`src/core/aeqc_defs.svh`:
```
// Purpose: constants for the adaptive equalizer control block
// Assumes: 200 MHz core clock, 25 MHz reference time base
// Notes:   offsets, fields, reset values and timing counts
//
// Behaviour
// - restart bit restarts adaption at any time
// - search steps continuously from power-on until lock
// - restart once on first lock, can be disabled
// - restart or soft reset begins from start gain
// - gain never stepped above programmed ceiling
// - floor field gives start and lowest gain
// - floor limit applies only when floor enabled
// - current gain setting readable in status register
// - wait dwell interval before advancing gain
// - reset dwell select gives about 2.62 ms
// - no lock at ceiling wraps to low limit
// - error sources individually selectable, checking default on
// - errors counted over half dwell interval
// - error count above limit advances gain
// - hold gain while lock persists and error count stays within limit
// - lock loss advances to next valid gain
`ifndef AEQC_DEFS_SVH
`define AEQC_DEFS_SVH

// ----------------------------------------------------------------
// register offsets
// ----------------------------------------------------------------
`define AEQC_OFS_ERR_SEL     8'h42
`define AEQC_OFS_CTRL        8'hd2
`define AEQC_OFS_STATUS      8'hd3
`define AEQC_OFS_RANGE       8'hd5

// ----------------------------------------------------------------
// field positions
// ----------------------------------------------------------------
`define AEQC_ES_CDR_BIT      0
`define AEQC_ES_ENC_BIT      1
`define AEQC_ES_PAR_BIT      2
`define AEQC_ES_CHK_BIT      3
`define AEQC_ES_LIM_LSB      4
`define AEQC_CT_FLOOR_EN_BIT 2
`define AEQC_CT_RESTART_BIT  3
`define AEQC_CT_FIRST_BIT    4
`define AEQC_CT_DWELL_LSB    5
`define AEQC_ST_HOLD_BIT     4
`define AEQC_RG_CEIL_LSB     4

// ----------------------------------------------------------------
// reset values
// ----------------------------------------------------------------
`define AEQC_ERR_SEL_RST     8'h1f
`define AEQC_CTRL_RST        8'h70
`define AEQC_RANGE_RST       8'hf0

// ----------------------------------------------------------------
// timing
// ----------------------------------------------------------------
`define AEQC_CLK_PERIOD_PS   5000
`define AEQC_REF_PERIOD_PS   40000
`define AEQC_REF_DIV         (`AEQC_REF_PERIOD_PS / `AEQC_CLK_PERIOD_PS)
`define AEQC_DWELL_RST_NS    2620000
`define AEQC_DWELL_RST_SEL   3
// unit ticks for the reset select, rounded up, never short
// ns over ns keeps the sum inside 32 bits
`define AEQC_DWELL_UNIT_TICKS \
	((`AEQC_DWELL_RST_NS / (`AEQC_REF_PERIOD_PS / 1000) \
	  + (1 << `AEQC_DWELL_RST_SEL) - 1) >> `AEQC_DWELL_RST_SEL)

`endif

```
`src/core/aeqc_pkg.sv`:
```
// Purpose: shared types of the adaptive equalizer control block
// Assumes: constants live in aeqc_defs.svh
// Notes:   one-hot search state
package aeqc_pkg;

	// ----------------------------------------------------------------
	// search state
	// ----------------------------------------------------------------
	typedef enum logic [1:0] {
		AEQC_SEARCH = 2'b01,      // stepping through gain values
		AEQC_HOLD   = 2'b10       // settled, watching lock and errors
	} aeqc_state_t;

	typedef logic [3:0] aeqc_gain_t;   // equalizer gain code

endpackage : aeqc_pkg

```
`src/core/aeqc_timebase.sv`:
```
// Purpose: reference tick divider and dwell interval timer
// Assumes: clear is a one-cycle pulse from the search logic
// Notes:   dwell length is unit ticks shifted by select
`timescale 1ns/1ps
`include "aeqc_defs.svh"

module aeqc_timebase #(
	parameter int DWELL_UNIT_TICKS = `AEQC_DWELL_UNIT_TICKS
) (
	input  wire logic       clk,
	input  wire logic       reset,
	input  wire logic       clear,
	input  wire logic [2:0] select,
	output logic            in_window,
	output logic            half_end,
	output logic            dwell_end
);

	localparam logic [2:0] REF_LAST = 3'(`AEQC_REF_DIV - 1);

	logic [2:0]  ref_cnt;          // core cycles per reference tick
	logic [23:0] dwell_cnt;        // reference ticks into this dwell
	logic        ref_tick;         // one-cycle 25 MHz enable
	logic [23:0] dwell_len;        // ticks in a full dwell
	logic [23:0] half_len;         // ticks in the error window

	assign ref_tick  = (ref_cnt == REF_LAST);
	assign dwell_len = 24'(DWELL_UNIT_TICKS) << select;
	assign half_len  = dwell_len >> 1;
	assign in_window = (dwell_cnt < half_len);
	// no clear term: clear is built from these strobes, a loop otherwise
	assign half_end  = ref_tick
	                   && (dwell_cnt == half_len - 24'h1);
	assign dwell_end = ref_tick
	                   && (dwell_cnt == dwell_len - 24'h1);

	// ----------------------------------------------------------------
	// divider and dwell counter
	// ----------------------------------------------------------------
	// clear restarts the divider too, so every window is equal length
	always_ff @(posedge clk) begin
		if (reset || clear) begin
			ref_cnt   <= 3'h0;
			dwell_cnt <= 24'h0;
		end else if (ref_tick) begin
			ref_cnt   <= 3'h0;
			dwell_cnt <= dwell_end ? 24'h0 : dwell_cnt + 24'h1;
		end else begin
			ref_cnt   <= ref_cnt + 3'h1;
		end
	end
endmodule : aeqc_timebase

```
`src/core/aeqc_top.sv`:
```
// Purpose: adaptive equalizer gain search and its registers
// Assumes: lock and error inputs come from another clock domain
// Notes:   gain_code drives the analog equalizer directly
`timescale 1ns/1ps
`include "aeqc_defs.svh"

module aeqc_top #(
	parameter int DWELL_UNIT_TICKS = `AEQC_DWELL_UNIT_TICKS
) (
	input  wire logic       clk,
	input  wire logic       reset,
	input  wire logic [7:0] reg_addr,
	input  wire logic       reg_wr,
	input  wire logic [7:0] reg_wdata,
	input  wire logic       reg_rd,
	output logic      [7:0] reg_rdata,
	input  wire logic       digital_soft_reset,
	input  wire logic       cdr_lock,
	input  wire logic       cdr_error,
	input  wire logic       encoding_error,
	input  wire logic       parity_error,
	output aeqc_pkg::aeqc_gain_t gain_code
);

	// ----------------------------------------------------------------
	// declarations
	// ----------------------------------------------------------------
	logic [7:0] equalizer_error_source_select;   // 0x42
	logic [7:0] equalizer_control_restart_floor; // 0xd2
	logic [7:0] equalizer_gain_range;            // 0xd5
	logic       adaption_restart_request;        // one-shot request
	logic       first_lock_done;                 // first lock consumed
	aeqc_pkg::aeqc_state_t state;                // search state
	aeqc_pkg::aeqc_state_t next_state;
	aeqc_pkg::aeqc_gain_t  next_gain;
	logic [3:0] sync_a;                          // first sync stage
	logic [3:0] sync_b;                          // second sync stage
	logic [3:0] sync_c;                          // edge history
	logic [7:0] err_cnt;                         // saturating count

	wire        wr_err_sel  = reg_wr && (reg_addr == `AEQC_OFS_ERR_SEL);
	wire        wr_ctrl     = reg_wr && (reg_addr == `AEQC_OFS_CTRL);
	wire        wr_range    = reg_wr && (reg_addr == `AEQC_OFS_RANGE);
	wire        restart_wr  = wr_ctrl && reg_wdata[`AEQC_CT_RESTART_BIT];

	// ----------------------------------------------------------------
	// field views
	// ----------------------------------------------------------------
	wire [3:0]  gain_ceiling = equalizer_gain_range[`AEQC_RG_CEIL_LSB +: 4];
	wire [3:0]  gain_floor   = equalizer_gain_range[3:0];
	wire        gain_floor_enable =
		equalizer_control_restart_floor[`AEQC_CT_FLOOR_EN_BIT];
	wire        first_lock_enable =
		equalizer_control_restart_floor[`AEQC_CT_FIRST_BIT];
	wire [2:0]  dwell_interval_select =
		equalizer_control_restart_floor[`AEQC_CT_DWELL_LSB +: 3];
	wire        err_check_en =
		equalizer_error_source_select[`AEQC_ES_CHK_BIT];
	wire [3:0]  error_count_limit =
		equalizer_error_source_select[`AEQC_ES_LIM_LSB +: 4];
	wire [2:0]  err_src_en   = equalizer_error_source_select[2:0];

	// ----------------------------------------------------------------
	// input synchronisers
	// ----------------------------------------------------------------
	// bit 0 lock, 1 clock recovery, 2 encoding, 3 parity
	wire [3:0]  raw_in = {parity_error, encoding_error, cdr_error, cdr_lock};

	genvar gi;
	generate
		for (gi = 0; gi < 4; gi++) begin : g_sync
			// two flops before any logic, third only for edges
			always_ff @(posedge clk) begin
				if (reset) begin
					sync_a[gi] <= 1'b0;
					sync_b[gi] <= 1'b0;
					sync_c[gi] <= 1'b0;
				end else begin
					sync_a[gi] <= raw_in[gi];
					sync_b[gi] <= sync_a[gi];
					sync_c[gi] <= sync_b[gi];
				end
			end
		end
	endgenerate

	wire        lock_s    = sync_b[0];
	wire        lock_rise = sync_b[0] && !sync_c[0];
	// an error is counted once per rising edge of its flag
	wire [2:0]  err_rise  = sync_b[3:1] & ~sync_c[3:1] & err_src_en;
	wire [1:0]  err_hits  = 2'(err_rise[0]) + 2'(err_rise[1])
	                        + 2'(err_rise[2]);

	// ----------------------------------------------------------------
	// gain stepping helpers
	// ----------------------------------------------------------------
	// next allowed gain: wrap to low limit at or beyond the ceiling
	function automatic aeqc_pkg::aeqc_gain_t step_gain(
		input aeqc_pkg::aeqc_gain_t cur,
		input logic [3:0] ceil,
		input logic [3:0] low
	);
		if (cur >= ceil) begin
			step_gain = low;
		end else if (cur < low) begin
			step_gain = low;
		end else begin
			step_gain = cur + 4'h1;
		end
	endfunction : step_gain

	wire [3:0]  low_limit  = gain_floor_enable ? gain_floor : 4'h0;
	wire [3:0]  start_gain = gain_floor;
	wire [3:0]  stepped    = step_gain(gain_code, gain_ceiling, low_limit);

	// ----------------------------------------------------------------
	// dwell timer
	// ----------------------------------------------------------------
	logic       in_window;
	logic       half_end;
	logic       dwell_end;
	logic       timer_clear;

	aeqc_timebase #(
		.DWELL_UNIT_TICKS (DWELL_UNIT_TICKS)
	) u_timebase (
		.clk       (clk),
		.reset     (reset),
		.clear     (timer_clear),
		.select    (dwell_interval_select),
		.in_window (in_window),
		.half_end  (half_end),
		.dwell_end (dwell_end)
	);

	// ----------------------------------------------------------------
	// search decisions
	// ----------------------------------------------------------------
	wire first_restart = first_lock_enable && !first_lock_done
	                     && lock_rise;
	wire restart_now   = adaption_restart_request || digital_soft_reset
	                     || first_restart;
	wire err_over      = err_check_en
	                     && (err_cnt > {4'h0, error_count_limit});
	wire settle_ok     = lock_s && !err_over;
	wire is_search     = (state == aeqc_pkg::AEQC_SEARCH);
	wire is_hold       = (state == aeqc_pkg::AEQC_HOLD);
	wire adv_dwell     = is_search && dwell_end && !settle_ok;
	wire adv_error     = half_end && err_over;
	wire adv_unlock    = is_hold && !lock_s;
	wire advance       = !restart_now
	                     && (adv_dwell || adv_error || adv_unlock);
	wire settle        = !restart_now && !advance && is_search
	                     && dwell_end && settle_ok;

	assign timer_clear = restart_now || advance || settle;

	// ----------------------------------------------------------------
	// next state and gain
	// ----------------------------------------------------------------
	always_comb begin
		next_state = state;
		next_gain  = gain_code;
		if (restart_now) begin
			next_state = aeqc_pkg::AEQC_SEARCH;
			next_gain  = start_gain;
		end else if (advance) begin
			next_state = aeqc_pkg::AEQC_SEARCH;
			next_gain  = stepped;
		end else begin
			case (state)
				aeqc_pkg::AEQC_SEARCH: begin
					if (settle) begin
						next_state = aeqc_pkg::AEQC_HOLD;
					end
				end
				aeqc_pkg::AEQC_HOLD: begin
					next_state = aeqc_pkg::AEQC_HOLD;
				end
				default: begin
					next_state = aeqc_pkg::AEQC_SEARCH;
				end
			endcase
		end
	end

	// ----------------------------------------------------------------
	// state, gain and first-lock flag
	// ----------------------------------------------------------------
	// gain starts at reset floor value 0, the minimum
	always_ff @(posedge clk) begin
		if (reset) begin
			state           <= aeqc_pkg::AEQC_SEARCH;
			gain_code       <= 4'h0;
			first_lock_done <= 1'b0;
		end else begin
			state           <= next_state;
			gain_code       <= next_gain;
			if (lock_rise) begin
				first_lock_done <= 1'b1;
			end
		end
	end

	// ----------------------------------------------------------------
	// error accumulator
	// ----------------------------------------------------------------
	// saturates so a noisy link cannot wrap back under the limit
	always_ff @(posedge clk) begin
		if (reset || timer_clear || dwell_end) begin
			err_cnt <= 8'h0;
		end else if (in_window && err_cnt < 8'hfc) begin
			err_cnt <= err_cnt + {6'h0, err_hits};
		end
	end

	// ----------------------------------------------------------------
	// register writes
	// ----------------------------------------------------------------
	always_ff @(posedge clk) begin
		if (reset) begin
			equalizer_error_source_select   <= `AEQC_ERR_SEL_RST;
			equalizer_control_restart_floor <= `AEQC_CTRL_RST;
			equalizer_gain_range            <= `AEQC_RANGE_RST;
		end else begin
			if (wr_err_sel) begin
				equalizer_error_source_select <= reg_wdata;
			end
			if (wr_ctrl) begin
				// restart bit kept separately, low bits reserved
				equalizer_control_restart_floor <=
					{reg_wdata[7:4], 1'b0, reg_wdata[2], 2'b00};
			end
			if (wr_range) begin
				equalizer_gain_range <= reg_wdata;
			end
		end
	end

	// one-shot: a new write in the clearing cycle wins
	always_ff @(posedge clk) begin
		if (reset) begin
			adaption_restart_request <= 1'b0;
		end else if (restart_wr) begin
			adaption_restart_request <= 1'b1;
		end else begin
			adaption_restart_request <= 1'b0;
		end
	end

	// ----------------------------------------------------------------
	// register reads
	// ----------------------------------------------------------------
	wire [7:0] status_view = {3'h0, is_hold, gain_code};
	wire [7:0] ctrl_view   = equalizer_control_restart_floor
	                         | {4'h0, adaption_restart_request, 3'h0};
	logic [7:0] read_mux;

	always_comb begin
		if (reg_addr == `AEQC_OFS_ERR_SEL) begin
			read_mux = equalizer_error_source_select;
		end else if (reg_addr == `AEQC_OFS_CTRL) begin
			read_mux = ctrl_view;
		end else if (reg_addr == `AEQC_OFS_STATUS) begin
			read_mux = status_view;
		end else if (reg_addr == `AEQC_OFS_RANGE) begin
			read_mux = equalizer_gain_range;
		end else begin
			read_mux = 8'h00;                               // unmapped
		end
	end

	// read data registered, valid the cycle after reg_rd
	always_ff @(posedge clk) begin
		if (reset) begin
			reg_rdata <= 8'h00;
		end else if (reg_rd) begin
			reg_rdata <= read_mux;
		end
	end
endmodule : aeqc_top

```
`config.mk`:
```
export PLATFORM = sky130hd
export DESIGN_NAME = aeqc_top
export DESIGN_NICKNAME = d
export VERILOG_FILES = /design/src/core/aeqc_pkg.sv /design/src/core/aeqc_timebase.sv /design/src/core/aeqc_top.sv
export VERILOG_INCLUDE_DIRS = /design/src /design/src/core
export SDC_FILE = /design/constraint.sdc
export NUM_CORES = 1
export LEC_CHECK = 0
export BUFFER_PORTS_ARGS = -buffer_cell sky130_fd_sc_hd__buf_4
export CAP_MARGIN = 0
export CORE_MARGIN = 2
export CORE_UTILIZATION = 55
export CTS_CLUSTER_SIZE = 25
export DETAILED_ROUTE_END_ITERATION = 8
export GPL_TIMING_DRIVEN = 0
export PLACE_DENSITY = 0.77
export SLEW_MARGIN = 10
export SYNTH_ARGS = -nofsm -noshare
export SYNTH_HDL_FRONTEND = slang
export SYNTH_SLANG_ARGS = --single-unit
```
`constraint.sdc`:
```
create_clock -name clk -period 3.3 [get_ports clk]
set_clock_uncertainty 0.1 [all_clocks]
set_input_delay 0.825 -clock clk [delete_from_list [all_inputs] [get_ports clk]]
set_output_delay 0.825 -clock clk [all_outputs]
set_load 0.01 [all_outputs]
```
==> results of run 1 <==
-- cell type report --
cell class | instances | area (sq um) | area share (%)
multi-input cells | 459 | 3114 | 53.96
well taps | 108 | 135.1 | 2.341
clock inverters | 7 | 67.56 | 1.171
repair buffers | 42 | 315.3 | 5.463
flip-flops and latches | 84 | 1684 | 29.18
clock buffers | 9 | 123.9 | 2.146
plain buffers | 35 | 216.5 | 3.750
inverters | 30 | 115.1 | 1.994
-- worst paths after layout --
kind / startpoint / end / slack [ps] / depth (start not counted)
hold reg to reg: u_timebase.ref_cnt[0]$_SDFF_PP0_ / u_timebase.ref_cnt[0]$_SDFF_PP0_ / 330 / 1
setup / recovery: equalizer_control_restart_floor[6]$_SDFFE_PP1P_ / gain_code[3]$_SDFFE_PP0P_ / 60 / 11
hold / removal: u_timebase.ref_cnt[0]$_SDFF_PP0_ / u_timebase.ref_cnt[0]$_SDFF_PP0_ / 330 / 1
setup reg to reg: equalizer_control_restart_floor[6]$_SDFFE_PP1P_ / gain_code[3]$_SDFFE_PP0P_ / 60 / 11
-- critical path: stages, from the launching register on --
cell and delay, ps:
dfxtp_2 350, buf_6 150, or2_4 260, ha_2 210
buf_8 140, inv_4 60, a31o_4 160, a211oi_2 80
or4_4 590, or4_4 580, a221o_1 370, a31oi_1 120
-- cell usage in the layout, fill, tap and decap left out, types with 19 or more instances in the layout --
cell type	count
nand3_1	35
a21oi_1	23
ha_1	33
nor2_1	61
nand2_1	49
buf_4	42
nor2b_1	19
and3_1	20
inv_1	28
dfxtp_1	82
-- registers in the layout, summed over array words and instances, names as in the netlist --
register and cells:
sync_a 4, err_cnt 8, equalizer_gain_range 8, sync_c 4
sync_b 3, reg_rdata 8, first_lock_done 1, lock_s 1
equalizer_error_source_select 8, adaption_restart_request 1, u_timebase.dwell_cnt 24, state 2
equalizer_control_restart_floor 5, u_timebase.ref_cnt 3, gain_code 4
-- cell families (layout without fill, tap and decap cells) --
group | Yosys count | in the layout | synth area share [%]
XOR/XNOR | 32 | 32 | 5.623
adder cells (fa/ha/maj) | 36 | 36 | 9.337
buffers and inverters | 66 | 123 | 5.597
multiplexers | 8 | 8 | 1.606
AND/OR/NAND/NOR | 263 | 263 | 27.38
flip-flops | 84 | 84 | 33.73
AO/OA/AOI/OAI | 120 | 120 | 16.72
-- what timing repair did --
| action | 4_1_cts | 5_1_grt |
|---|---|---|
| endpoints found under the setup margin | 41 | 37 |
| gates resized for setup | 31 | 12 |
| setup buffers | 4 | 2 |
| hold buffers | 0 | 0 |
| pin swaps | 6 | 5 |
-- power groups by stage --
stage	clock [W]	combinational [W]	sequential, W
2_1_floorplan	0	0.0000579	0.00106
3_3_place_gp	0	0.000108	0.00106
3_5_place_dp	0	0.000112	0.00106
4_1_cts	0.000744	0.000115	0.00103
5_1_grt	0.000791	0.000129	0.00104
6_report	0.000737	0.000116	0.00103
-- per-stage QoR --
stage	instances	worst slack (ps)	setup TNS, ps
after floorplan	609	4.103	0
after global placement	753	-793.9	-25770
after detailed placement	753	-823.5	-26590
after CTS	773	13.85	0
after global routing	774	-106.9	-2635
final	774	61.40	0
-- metal layers --
metal  track usage [%]  up-vias  share of wire [%]
met5                 0        -                  0
met4             12.96        0                4.0
met3             6.184       60                8.4
met2             45.89      254                 46
met1             37.28     2265                 41
li1                  -     2302                  -
==> out/metrics.yaml, run 1 <==
status: "complete, but fails checks"
violations: "DRC"
cts_made_buffers: 9
synth_common_cells: "dfxtp_1 (84), nor2_1 (61), nand2_1 (49)"
vias: 4881
p_seq_share_pct: 54.8
grt_pass1_vias: 4660
switching_share_pct: 27.22
dr.pass1.iters: 9
ant_nets: 0
ys_types: 58
cts_buffer_depth: 2
finalPower_w: 0.001887
drt-initial-drc-count: 298
p_per_area_nw_per_um2: 327.0
syn_nets: 670
cp_max_fo: 10
die_area_sq_um: 9841
clk_pin_slew_worst_paths_ps: 90
combPwrFrac_pct: 6.2
grt_remaining_overflow: 0
io_pins: 37
synthArstFlopShare_pct: 0
cts_root_buf: "clkbuf_8"
grt_usage_pct: 28.71
antenna_cells: 0
die-width_um: 99.20
wire_per_inst_um: 17.93
clkPwrFrac_pct: 39.1
io_buffers: 36
initial_core_util_pct: 56.88
cp-start-kind: "flip-flop"
worst_pin_slew_ps: 883.6
hold_viol_final: 0
nFillCells: 722
synth_enable_flop_cells: 0
yosysMostFrequentCell: "dfxtp_1"
syn_avg_cell_area_sq_um: 8.185
fin_nets: 722
design_area_sq_um: 5772
area_growth_pct: 15.79
synthFlopType: "dfxtp_1"
synth_area_sq_um: 4985
antenna_found_initial: 0
crit_type: "flip-flop to flip-flop"
synth_seq_area_share_pct: 33.73
p_switching_w: 0.0005138
synth_seq_cells: 84
p_int_w: 0.001374
ir_drop_uv: 158.6
drc: 2
cp.arrival_ps: 3430
crit_required_ps: 3490
synth_area_leaders: "dfxtp_1 (34%), ha_1 (8.5%), nor2_1 (4.6%), nand2_1 (3.7%), nand3_1 (3.5%)"
min_path_type: "flip-flop to flip-flop"
h-tree-depth: 3
clock.fmax_mhz: 308.8
end_kind: "flip-flop"
place_area_sq_um: 5395
cts.sinks: 84
post-route-period-util_pct: 98.14
grt_max_degree: 18
drive_above_1_share_pct: 14.41
cts_tree: "yes"
synth.top_cell.area_share_pct: 33.73
vias_per_cell: 6.306
grt_pass1_wl_um: 22920
final_util_pct: 65.86
yosys_warnings: 0
maxSlewViolCount: 0
insertion_delay_ps: 370
finalSetupViolCount: 0
row_count: 34
hold_slack_ps: 333.9
relSlewSlack_pct: 40.96
max-cap-violations: 0
p_leak_nw: 2.278
dpl.hpwl_um: 10070
period_needed_ps: 3239
gp_congestion: 0.9399
core_area_sq_um: 8763
wirelength_um: 13880
rsz0062_at_grt: "yes"
yosys.area.top_type: "dfxtp_1"
die_h_um: 99.20
syn_inst: 609
(Power assumes the default switching activity.)
==> run 2: changes to the inputs <==
--- a/config.mk
+++ b/config.mk
@@ -6,6 +6,7 @@
 export SDC_FILE = /design/constraint.sdc
 export NUM_CORES = 1
 export LEC_CHECK = 0
+export ABC_AREA = 1
 export BUFFER_PORTS_ARGS = -buffer_cell sky130_fd_sc_hd__buf_4
 export CAP_MARGIN = 0
 export CORE_MARGIN = 2
@@ -18,3 +19,4 @@
 export SYNTH_ARGS = -nofsm -noshare
 export SYNTH_HDL_FRONTEND = slang
 export SYNTH_SLANG_ARGS = --single-unit
+export TNS_END_PERCENT = 100
==> constraint.sdc (replaced) <==
create_clock -name clk -period 3.3 [get_ports clk]
set_clock_uncertainty 0.1 [all_clocks]
set_input_delay 0.165 -clock clk [delete_from_list [all_inputs] [get_ports clk]]
set_output_delay 0.165 -clock clk [all_outputs]
set_load 0.01 [all_outputs]
==> run 2 against run 1 <==
Net effect:
- the run now ends clean
- sequential share of layout area down 0.51 points
- critical endpoint is now u_timebase.dwell_cnt[15]$_SDFFE_PP0N_
- synthesized area increased by 3.1%
- setup slack improved by 240 ps
- die area grew 3.0%
- non-clock buffer count decreased by 14
- synthesized cell count increased by 25%
- via count is 6.4% higher
- wire length is 0.41% higher
==> out/metrics.yaml, run 2 <==
cp_max_fo: 10  # unchanged
synth-xor-area-share_pct: 4.430  # -1.2 points
holdCritStartpoint: "reg_rd"
cpPeakStageDelay_ps: 390  # -200 ps
synth.top_cell.area_share_pct: 32.72  # -1.0 points
initial_core_util_pct: 56.16  # -0.72 points
relSlewSlack_pct: 47.99  # +7.0 points
syn_inst: 760  # +25%
synthArstFlopShare_pct: 0  # unchanged
wirelength_um: 13930  # +0.41%
synth_area_leaders: "dfxtp_1 (33%), nand2_1 (14%), ha_1 (8.3%), nor2_1 (7.4%), inv_1 (7.1%)"
p_per_area_nw_per_um2: 331.9  # +1.5%
holdPathEnd: "reg_rdata[7]$_SDFFE_PP0P_"
largest_reg_flops: 24  # unchanged
gp_congestion: 0.9770  # +3.9%
core_area_sq_um: 9153  # +4.4%
synthMuxAreaShare_pct: 0  # -1.6 points
final_cell_mix: "nand2_1 (184), nor2_1 (102), inv_1 (96), dfxtp_1 (83), nand3_1 (49)"
insertion_delay_ps: 360  # about the same
wire_per_inst_um: 14.92  # -17%
post-route-period-util_pct: 90.92  # -7.2 points
end_kind: "flip-flop"
clock.fmax_mhz: 333.3  # +7.9%
vias: 5193  # +6.4%
cp.arrival_ps: 3140  # -290 ps
dpl.hpwl_um: 10840  # +7.7%
grt_pass1_vias: 4893  # +5.0%
finalSetupViolCount: 0  # unchanged
synth-compound-area-share_pct: 10.95  # -5.8 points
maxSlewViolCount: 0  # unchanged
slowest_stage: "ha_1"
fin_nets: 879  # +22%
antenna_found_initial: 0  # unchanged
cp_common_cell: "nand2_1"
row_count: 35  # +2.9%
h-tree-depth: 3  # unchanged
rr_worst_depth: 19  # +8
yosys.area.top_type: "dfxtp_1"
crit_type: "flip-flop to flip-flop"
yosys_warnings: 0  # unchanged
rsz0062_at_grt: "no"
p_leak_nw: 2.629  # +15%
cp-start-kind: "flip-flop"
post-cts-setup-buffer-count: 0  # -4
crit_chain: "buf_6, inv_2, nand2_1, ha_1, nand2_1, nand2_1, nor2_1, nand2_1, nor2_1, nand2_1, nor2_1, nand2_1, nor2_2, nand2_1, nand2_2, nand2_2, nand4_4, buf_6, nor2_1"
clk_pin_slew_worst_paths_ps: 90  # about the same
die_area_sq_um: 10130  # +3.0%
status: "completed"
reg2reg_slack_ps: 300  # +240 ps
cts_tree: "yes"
area_growth_pct: 14.19
timing.rr.start: "equalizer_control_restart_floor[7]$_SDFFE_PP0P_"
largest-register: "u_timebase.dwell_cnt"
dr.pass1.iters: 7  # -2
cts_root_buf: "clkbuf_8"
vias_per_cell: 5.560  # -12%
io_buffers: 35  # -2.8%
worst_pin_slew_ps: 780.1  # -103.5 ps
syn_nets: 821  # +23%
max-cap-violations: 0  # unchanged
die-width_um: 100.7  # +1.5%
synth_seq_area_share_pct: 32.72  # -1.0 points
die_h_um: 100.7  # +1.5%
synth_seq_cells: 84  # unchanged
ys_types: 39  # -33%
syn_avg_cell_area_sq_um: 6.763  # -17%
worstHoldPathCells: 4  # +3
yosysMostFrequentCell: "nand2_1"
drive_above_1_share_pct: 9.235  # -5.2 points
ant_nets: 0  # unchanged
io_pins: 37  # unchanged
synth-simple-area-share_pct: 33.52  # +6.1 points
drc: 0  # -2
antenna_cells: 0  # unchanged
hold_viol_final: 0  # unchanged
grt_remaining_overflow: 0  # unchanged
synthAdderAreaFrac_pct: 9.056  # -0.28 points
min_path_type: "input port to flip-flop"
grt_pass1_wl_um: 23320  # +1.7%
synth_top_family_by_area: "simple AND/OR/NAND/NOR gates"
layout_commonest_cell: "nand2_1"
period_needed_ps: 3000  # -238.2 ps
cts_made_buffers: 9  # unchanged
grt_usage_pct: 29.17  # +0.45 points
synth_enable_flop_cells: 0  # unchanged
synthFlopType: "dfxtp_1"
drt-initial-drc-count: 347  # +16%
fin_tns_setup_ps: 0  # unchanged
cts_buffer_depth: 2  # unchanged
ir_drop_uv: 259.5  # +64%
crit_required_ps: 3440  # -50 ps
synth_common_cells: "nand2_1 (186), nor2_1 (102), inv_1 (97)"
r2r_end: "u_timebase.dwell_cnt[15]$_SDFFE_PP0N_"
final_util_pct: 64.13  # -1.7 points
grt_max_degree: 15  # -3
cts.sinks: 84  # unchanged
synth_area_sq_um: 5140  # +3.1%
## run 2: cell types whose count changed in the layout (fill, tap and decap cells not counted), sizes merged, moves of 13 or more
cell / before / now
nand2: 49 / 191
o21ai: 14 / 43
a21oi: 26 / 41
a211o: 14 / 0
nor2b: 19 / 0
nand3: 35 / 51
inv: 35 / 101
and3: 20 / 1
nor2: 62 / 105
buf: 55 / 42
## run 2: layout make-up
class	instances	area [sq um]
Timing Repair Buffer	47	382.9
Inverter	101	379.1
Fill cell	822	3283
Sequential cell	84	1683
Multi-Input combinational cell	559	2984
Buffer	16	100.1
Clock inverter	5	60.06
Tap cell	111	138.9
Clock buffer	11	141.4
## run 2: stage by stage
step	instances	instance area [sq um]	worst slack (ps)	total power, W	hold slack [ps]
finish	934	5869	299.6	0.001948	18.77
global route	934	5869	35.41	0.002023	26.80
CTS	934	5863	190.4	0.001952	14.75
detailed placement	906	5542	212.9	0.001198	282.1
global placement	906	5542	204.9	0.001193	267.5
floorplan	760	5140	866.4	0.001137	172.0
## run 2: timing repair
action / in CTS / in global routing
hold endpoints to repair: 20 / 0
resized for setup: 0 / 4
hold buffers: 12 / 0
setup endpoints to repair: 0 / 40
## run 2: critical path, delay by kind of cell (launching register included)
kind | cells | cell delay, ps
simple gates | 15 | 1590
fa+ha+maj | 1 | 390
flops | 1 | 370
buf+inv | 3 | 450
## run 2: worst max path at each step
stage,cells past startpoint,start,end,slack (ps)
2_1_floorplan,20,equalizer_control_restart_floor[7]$_SDFFE_PP0P_,u_timebase.dwell_cnt[15]$_SDFFE_PP0N_,870
3_3_place_gp,20,equalizer_control_restart_floor[7]$_SDFFE_PP0P_,u_timebase.ref_cnt[0]$_SDFF_PP0_,200
3_5_place_dp,20,equalizer_control_restart_floor[7]$_SDFFE_PP0P_,u_timebase.ref_cnt[0]$_SDFF_PP0_,210
4_1_cts,20,equalizer_control_restart_floor[7]$_SDFFE_PP0P_,u_timebase.ref_cnt[0]$_SDFF_PP0_,190
5_1_grt,19,equalizer_control_restart_floor[7]$_SDFFE_PP0P_,u_timebase.dwell_cnt[20]$_SDFFE_PP0N_,40
6_report,19,equalizer_control_restart_floor[7]$_SDFFE_PP0P_,u_timebase.dwell_cnt[15]$_SDFFE_PP0N_,300
## run 2: per-layer routing
layer,vias up,routed length [um],global-route usage [%]
met3,33,1124,6.657
met5,-,0,0
met2,212,6298,46.77
met4,0,301,8.535
met1,2358,6210,39.26
li1,2590,-,-
## run 2: logic make-up (layout without fill, tap and decap cells)
kind of cell             count (synthesis)  in the layout
AO/OA/AOI/OAI                          101            101
XOR/XNOR                                26             26
adder cells (fa/ha/maj)                 36             36
buffers and inverters                  117            180
flip-flops                              84             84
AND/OR/NAND/NOR                        396            396
## run 2: power by group
| group | switching, W | internal [W] |
|---|---|---|
| logic | 0.0000813 | 0.0000678 |
| clock network | 0.000386 | 0.000374 |
| registers | 0.0000113 | 0.00103 |
| total | 0.000478 | 0.00147 |
==> run 3: changes to the inputs <==
--- a/config.mk
+++ b/config.mk
@@ -9,7 +9,6 @@
 export ABC_AREA = 1
 export BUFFER_PORTS_ARGS = -buffer_cell sky130_fd_sc_hd__buf_4
 export CAP_MARGIN = 0
-export CORE_MARGIN = 2
 export CORE_UTILIZATION = 55
 export CTS_CLUSTER_SIZE = 25
 export DETAILED_ROUTE_END_ITERATION = 8
==> run 3 against run 2 <==
Net effect:
- count of clock-buffer cells in the layout shrank 2
- setup slack worse by 18 ps
- non-clock buffer count is 1 higher
- power shrank 0.82%
- critical endpoint is now u_timebase.ref_cnt[0]$_SDFF_PP0_
==> out/metrics.yaml, run 3 (synthesized netlist as in run 2, its figures left out) <==
hold_slack_ps: 99.99  # +81.22 ps
max-cap-violations: 0  # unchanged
grt_pass1_vias: 4817  # -1.6%
slowest_stage: "ha_1"
rsz0062_at_grt: "no"
initial_core_util_pct: 57.81  # +1.7 points
crit_required_ps: 3470  # +30 ps
crit_type: "flip-flop to flip-flop"
io_pins: 37  # unchanged
grt_usage_pct: 30.50  # +1.3 points
p_leak_nw: 2.639  # +0.37%
dr.pass1.iters: 5  # -2
post-route-period-util_pct: 91.47  # +0.55 points
antenna_found_initial: 0  # unchanged
cpPeakStageDelay_ps: 380  # about the same
finalSetupViolCount: 0  # unchanged
row_count: 34  # -2.9%
grt_pass1_wl_um: 23440  # +0.50%
h-tree-depth: 3  # unchanged
path_depth: 20  # +1
timing.rr.start: "equalizer_control_restart_floor[7]$_SDFFE_PP0P_"
cp.arrival_ps: 3190  # +50 ps
place_area_sq_um: 5538  # about the same
cp-start-kind: "flip-flop"
area_growth_pct: 14.19  # unchanged
wire_per_inst_um: 15.20  # +1.9%
drive_above_1_share_pct: 8.981  # -0.25 points
startpoint: "equalizer_control_restart_floor[7]$_SDFFE_PP0P_"
cts_root_buf: "clkbuf_8"
design_area_sq_um: 5869  # unchanged
gp_congestion: 0.9340  # -4.4%
wirelength_um: 14160  # +1.6%
fin_nets: 880  # +0.11%
vias_per_cell: 5.606  # +0.83%
io_buffers: 35  # unchanged
clk_pin_slew_worst_paths_ps: 100  # about the same
cp_common_cell: "nand2_1"
min_path_type: "input port to flip-flop"
vias: 5225  # +0.62%
p_per_area_nw_per_um2: 329.2  # -0.82%
end_kind: "flip-flop"
cts_made_buffers: 9  # unchanged
die_area_sq_um: 9736  # -3.9%
status: "completed"
fin_cells: 932  # -0.21%
die-width_um: 98.67  # -2.0%
antenna_cells: 0  # unchanged
grt_remaining_overflow: 0  # unchanged
drc: 0  # unchanged
cts.sinks: 84  # unchanged
crit_chain: "buf_6, inv_2, nand2_1, ha_1, nand2_1, nand2_1, nor2_1, nand2_1, nor2_1, nand2_1, nor2_1, nand2_1, nor2_2, nand2_1, nand2_1, nand2_2, nand2_1, inv_2, nand3_2, nor2_1"
place_inst: 903  # -0.33%
final_cell_mix: "nand2_1 (186), nor2_1 (102), inv_1 (97), dfxtp_1 (83), nand3_1 (49)"
worst_pin_slew_ps: 750.8  # -29.37 ps
maxSlewViolCount: 0  # unchanged
largest_reg_flops: 24  # unchanged
ant_nets: 0  # unchanged
r2r_end: "u_timebase.ref_cnt[0]$_SDFF_PP0_"
rr_worst_depth: 20  # +1
clock.fmax_mhz: 331.3  # -0.61%
cp_num_buf_inv: 3  # unchanged
reg2reg_slack_ps: 280  # -20 ps
cts_tree: "yes"
cts_buffer_depth: 2  # unchanged
critical_path.top_delay_family: "simple AND/OR/NAND/NOR gates"
relSlewSlack_pct: 49.95  # +2.0 points
largest-register: "u_timebase.dwell_cnt"
die_h_um: 98.67  # -2.0%
holdCritStartpoint: "digital_soft_reset"
drt-initial-drc-count: 438  # +26%
dpl.hpwl_um: 10870  # +0.25%
period_needed_ps: 3019  # +18.28 ps
hold_viol_final: 0  # unchanged
core_area_sq_um: 8891  # -2.9%
critPathCapture: "u_timebase.ref_cnt[0]$_SDFF_PP0_"
grt_max_degree: 19  # +4
ir_drop_uv: 334.9  # +29%
cp_max_fo: 10  # unchanged
layout_commonest_cell: "nand2_1"
fin_tns_setup_ps: 0  # unchanged
insertion_delay_ps: 370  # about the same
[run 3: cell type report]
type,instances,area [sq um]
Fill cell,793,3022
Multi-Input combinational cell,559,2979
Sequential cell,84,1683
Timing Repair Buffer,48,392.9
Inverter,101,379.1
Tap cell,108,135.1
Clock buffer,9,123.9
Buffer,16,100.1
Clock inverter,7,76.32
[run 3: worst register-to-register path, stage by stage (launching register included)]
cell and delay [ps]:
dfxtp_2 370, buf_6 160, inv_2 150, nand2_1 140, ha_1 380, nand2_1 120, nand2_1 60, nor2_1 80
nand2_1 60, nor2_1 90, nand2_1 60, nor2_1 120, nand2_1 150, nor2_2 150, nand2_1 60, nand2_1 130
nand2_2 90, nand2_1 210, inv_2 90, nand3_2 90, nor2_1 50
[run 3: layer usage]
metal  vias to the layer above  routed length, um  track usage, %  part of all wire (%)
met1                      2382               6497           43.57                    46
met2                       226               6180           47.35                    44
met4                         0                204           8.381                   1.4
li1                       2592                  -               -                     -
met3                        25               1279           5.461                   9.0
met5                         -                  0               0                     0
[run 3: report_power, final]
group          total, W  leakage [nW]  internal, W  switching, W
Combinational  0.000148          1.86    0.0000683     0.0000799
Sequential      0.00104         0.681      0.00103     0.0000117
Clock          0.000744         0.103     0.000301      0.000443
Total           0.00193          2.64      0.00140      0.000535
[run 3: per-stage QoR]
stage | total power (W) | setup slack [ps] | util (%)
floorplan | 0.001137 | 866.4 | -
global placement | 0.001193 | 269.8 | 62.29
detailed placement | 0.001198 | 271.4 | 62.29
CTS | 0.001941 | 253.2 | 66.00
global route | 0.002013 | 33.31 | 66.01
finish | 0.001932 | 281.4 | 66.01
[run 3: timing repair]
action	in CTS	in global routing
buffers inserted	0	0
gates resized for setup	0	1
endpoints found under the setup margin	0	5
hold buffers	13	0
endpoints found under the hold margin	24	0
[run 3: worst min path at each step]
stage / to / slack [ps] / cells after the start
floorplan: sync_a[0]$_SDFF_PP0_ / 170 / 2
global placement: sync_a[0]$_SDFF_PP0_ / 260 / 3
detailed placement: sync_a[0]$_SDFF_PP0_ / 270 / 3
CTS: gain_code[2]$_SDFFE_PP0P_ / 80 / 4
global route: gain_code[1]$_SDFFE_PP0P_ / 100 / 4
finish: gain_code[2]$_SDFFE_PP0P_ / 100 / 4
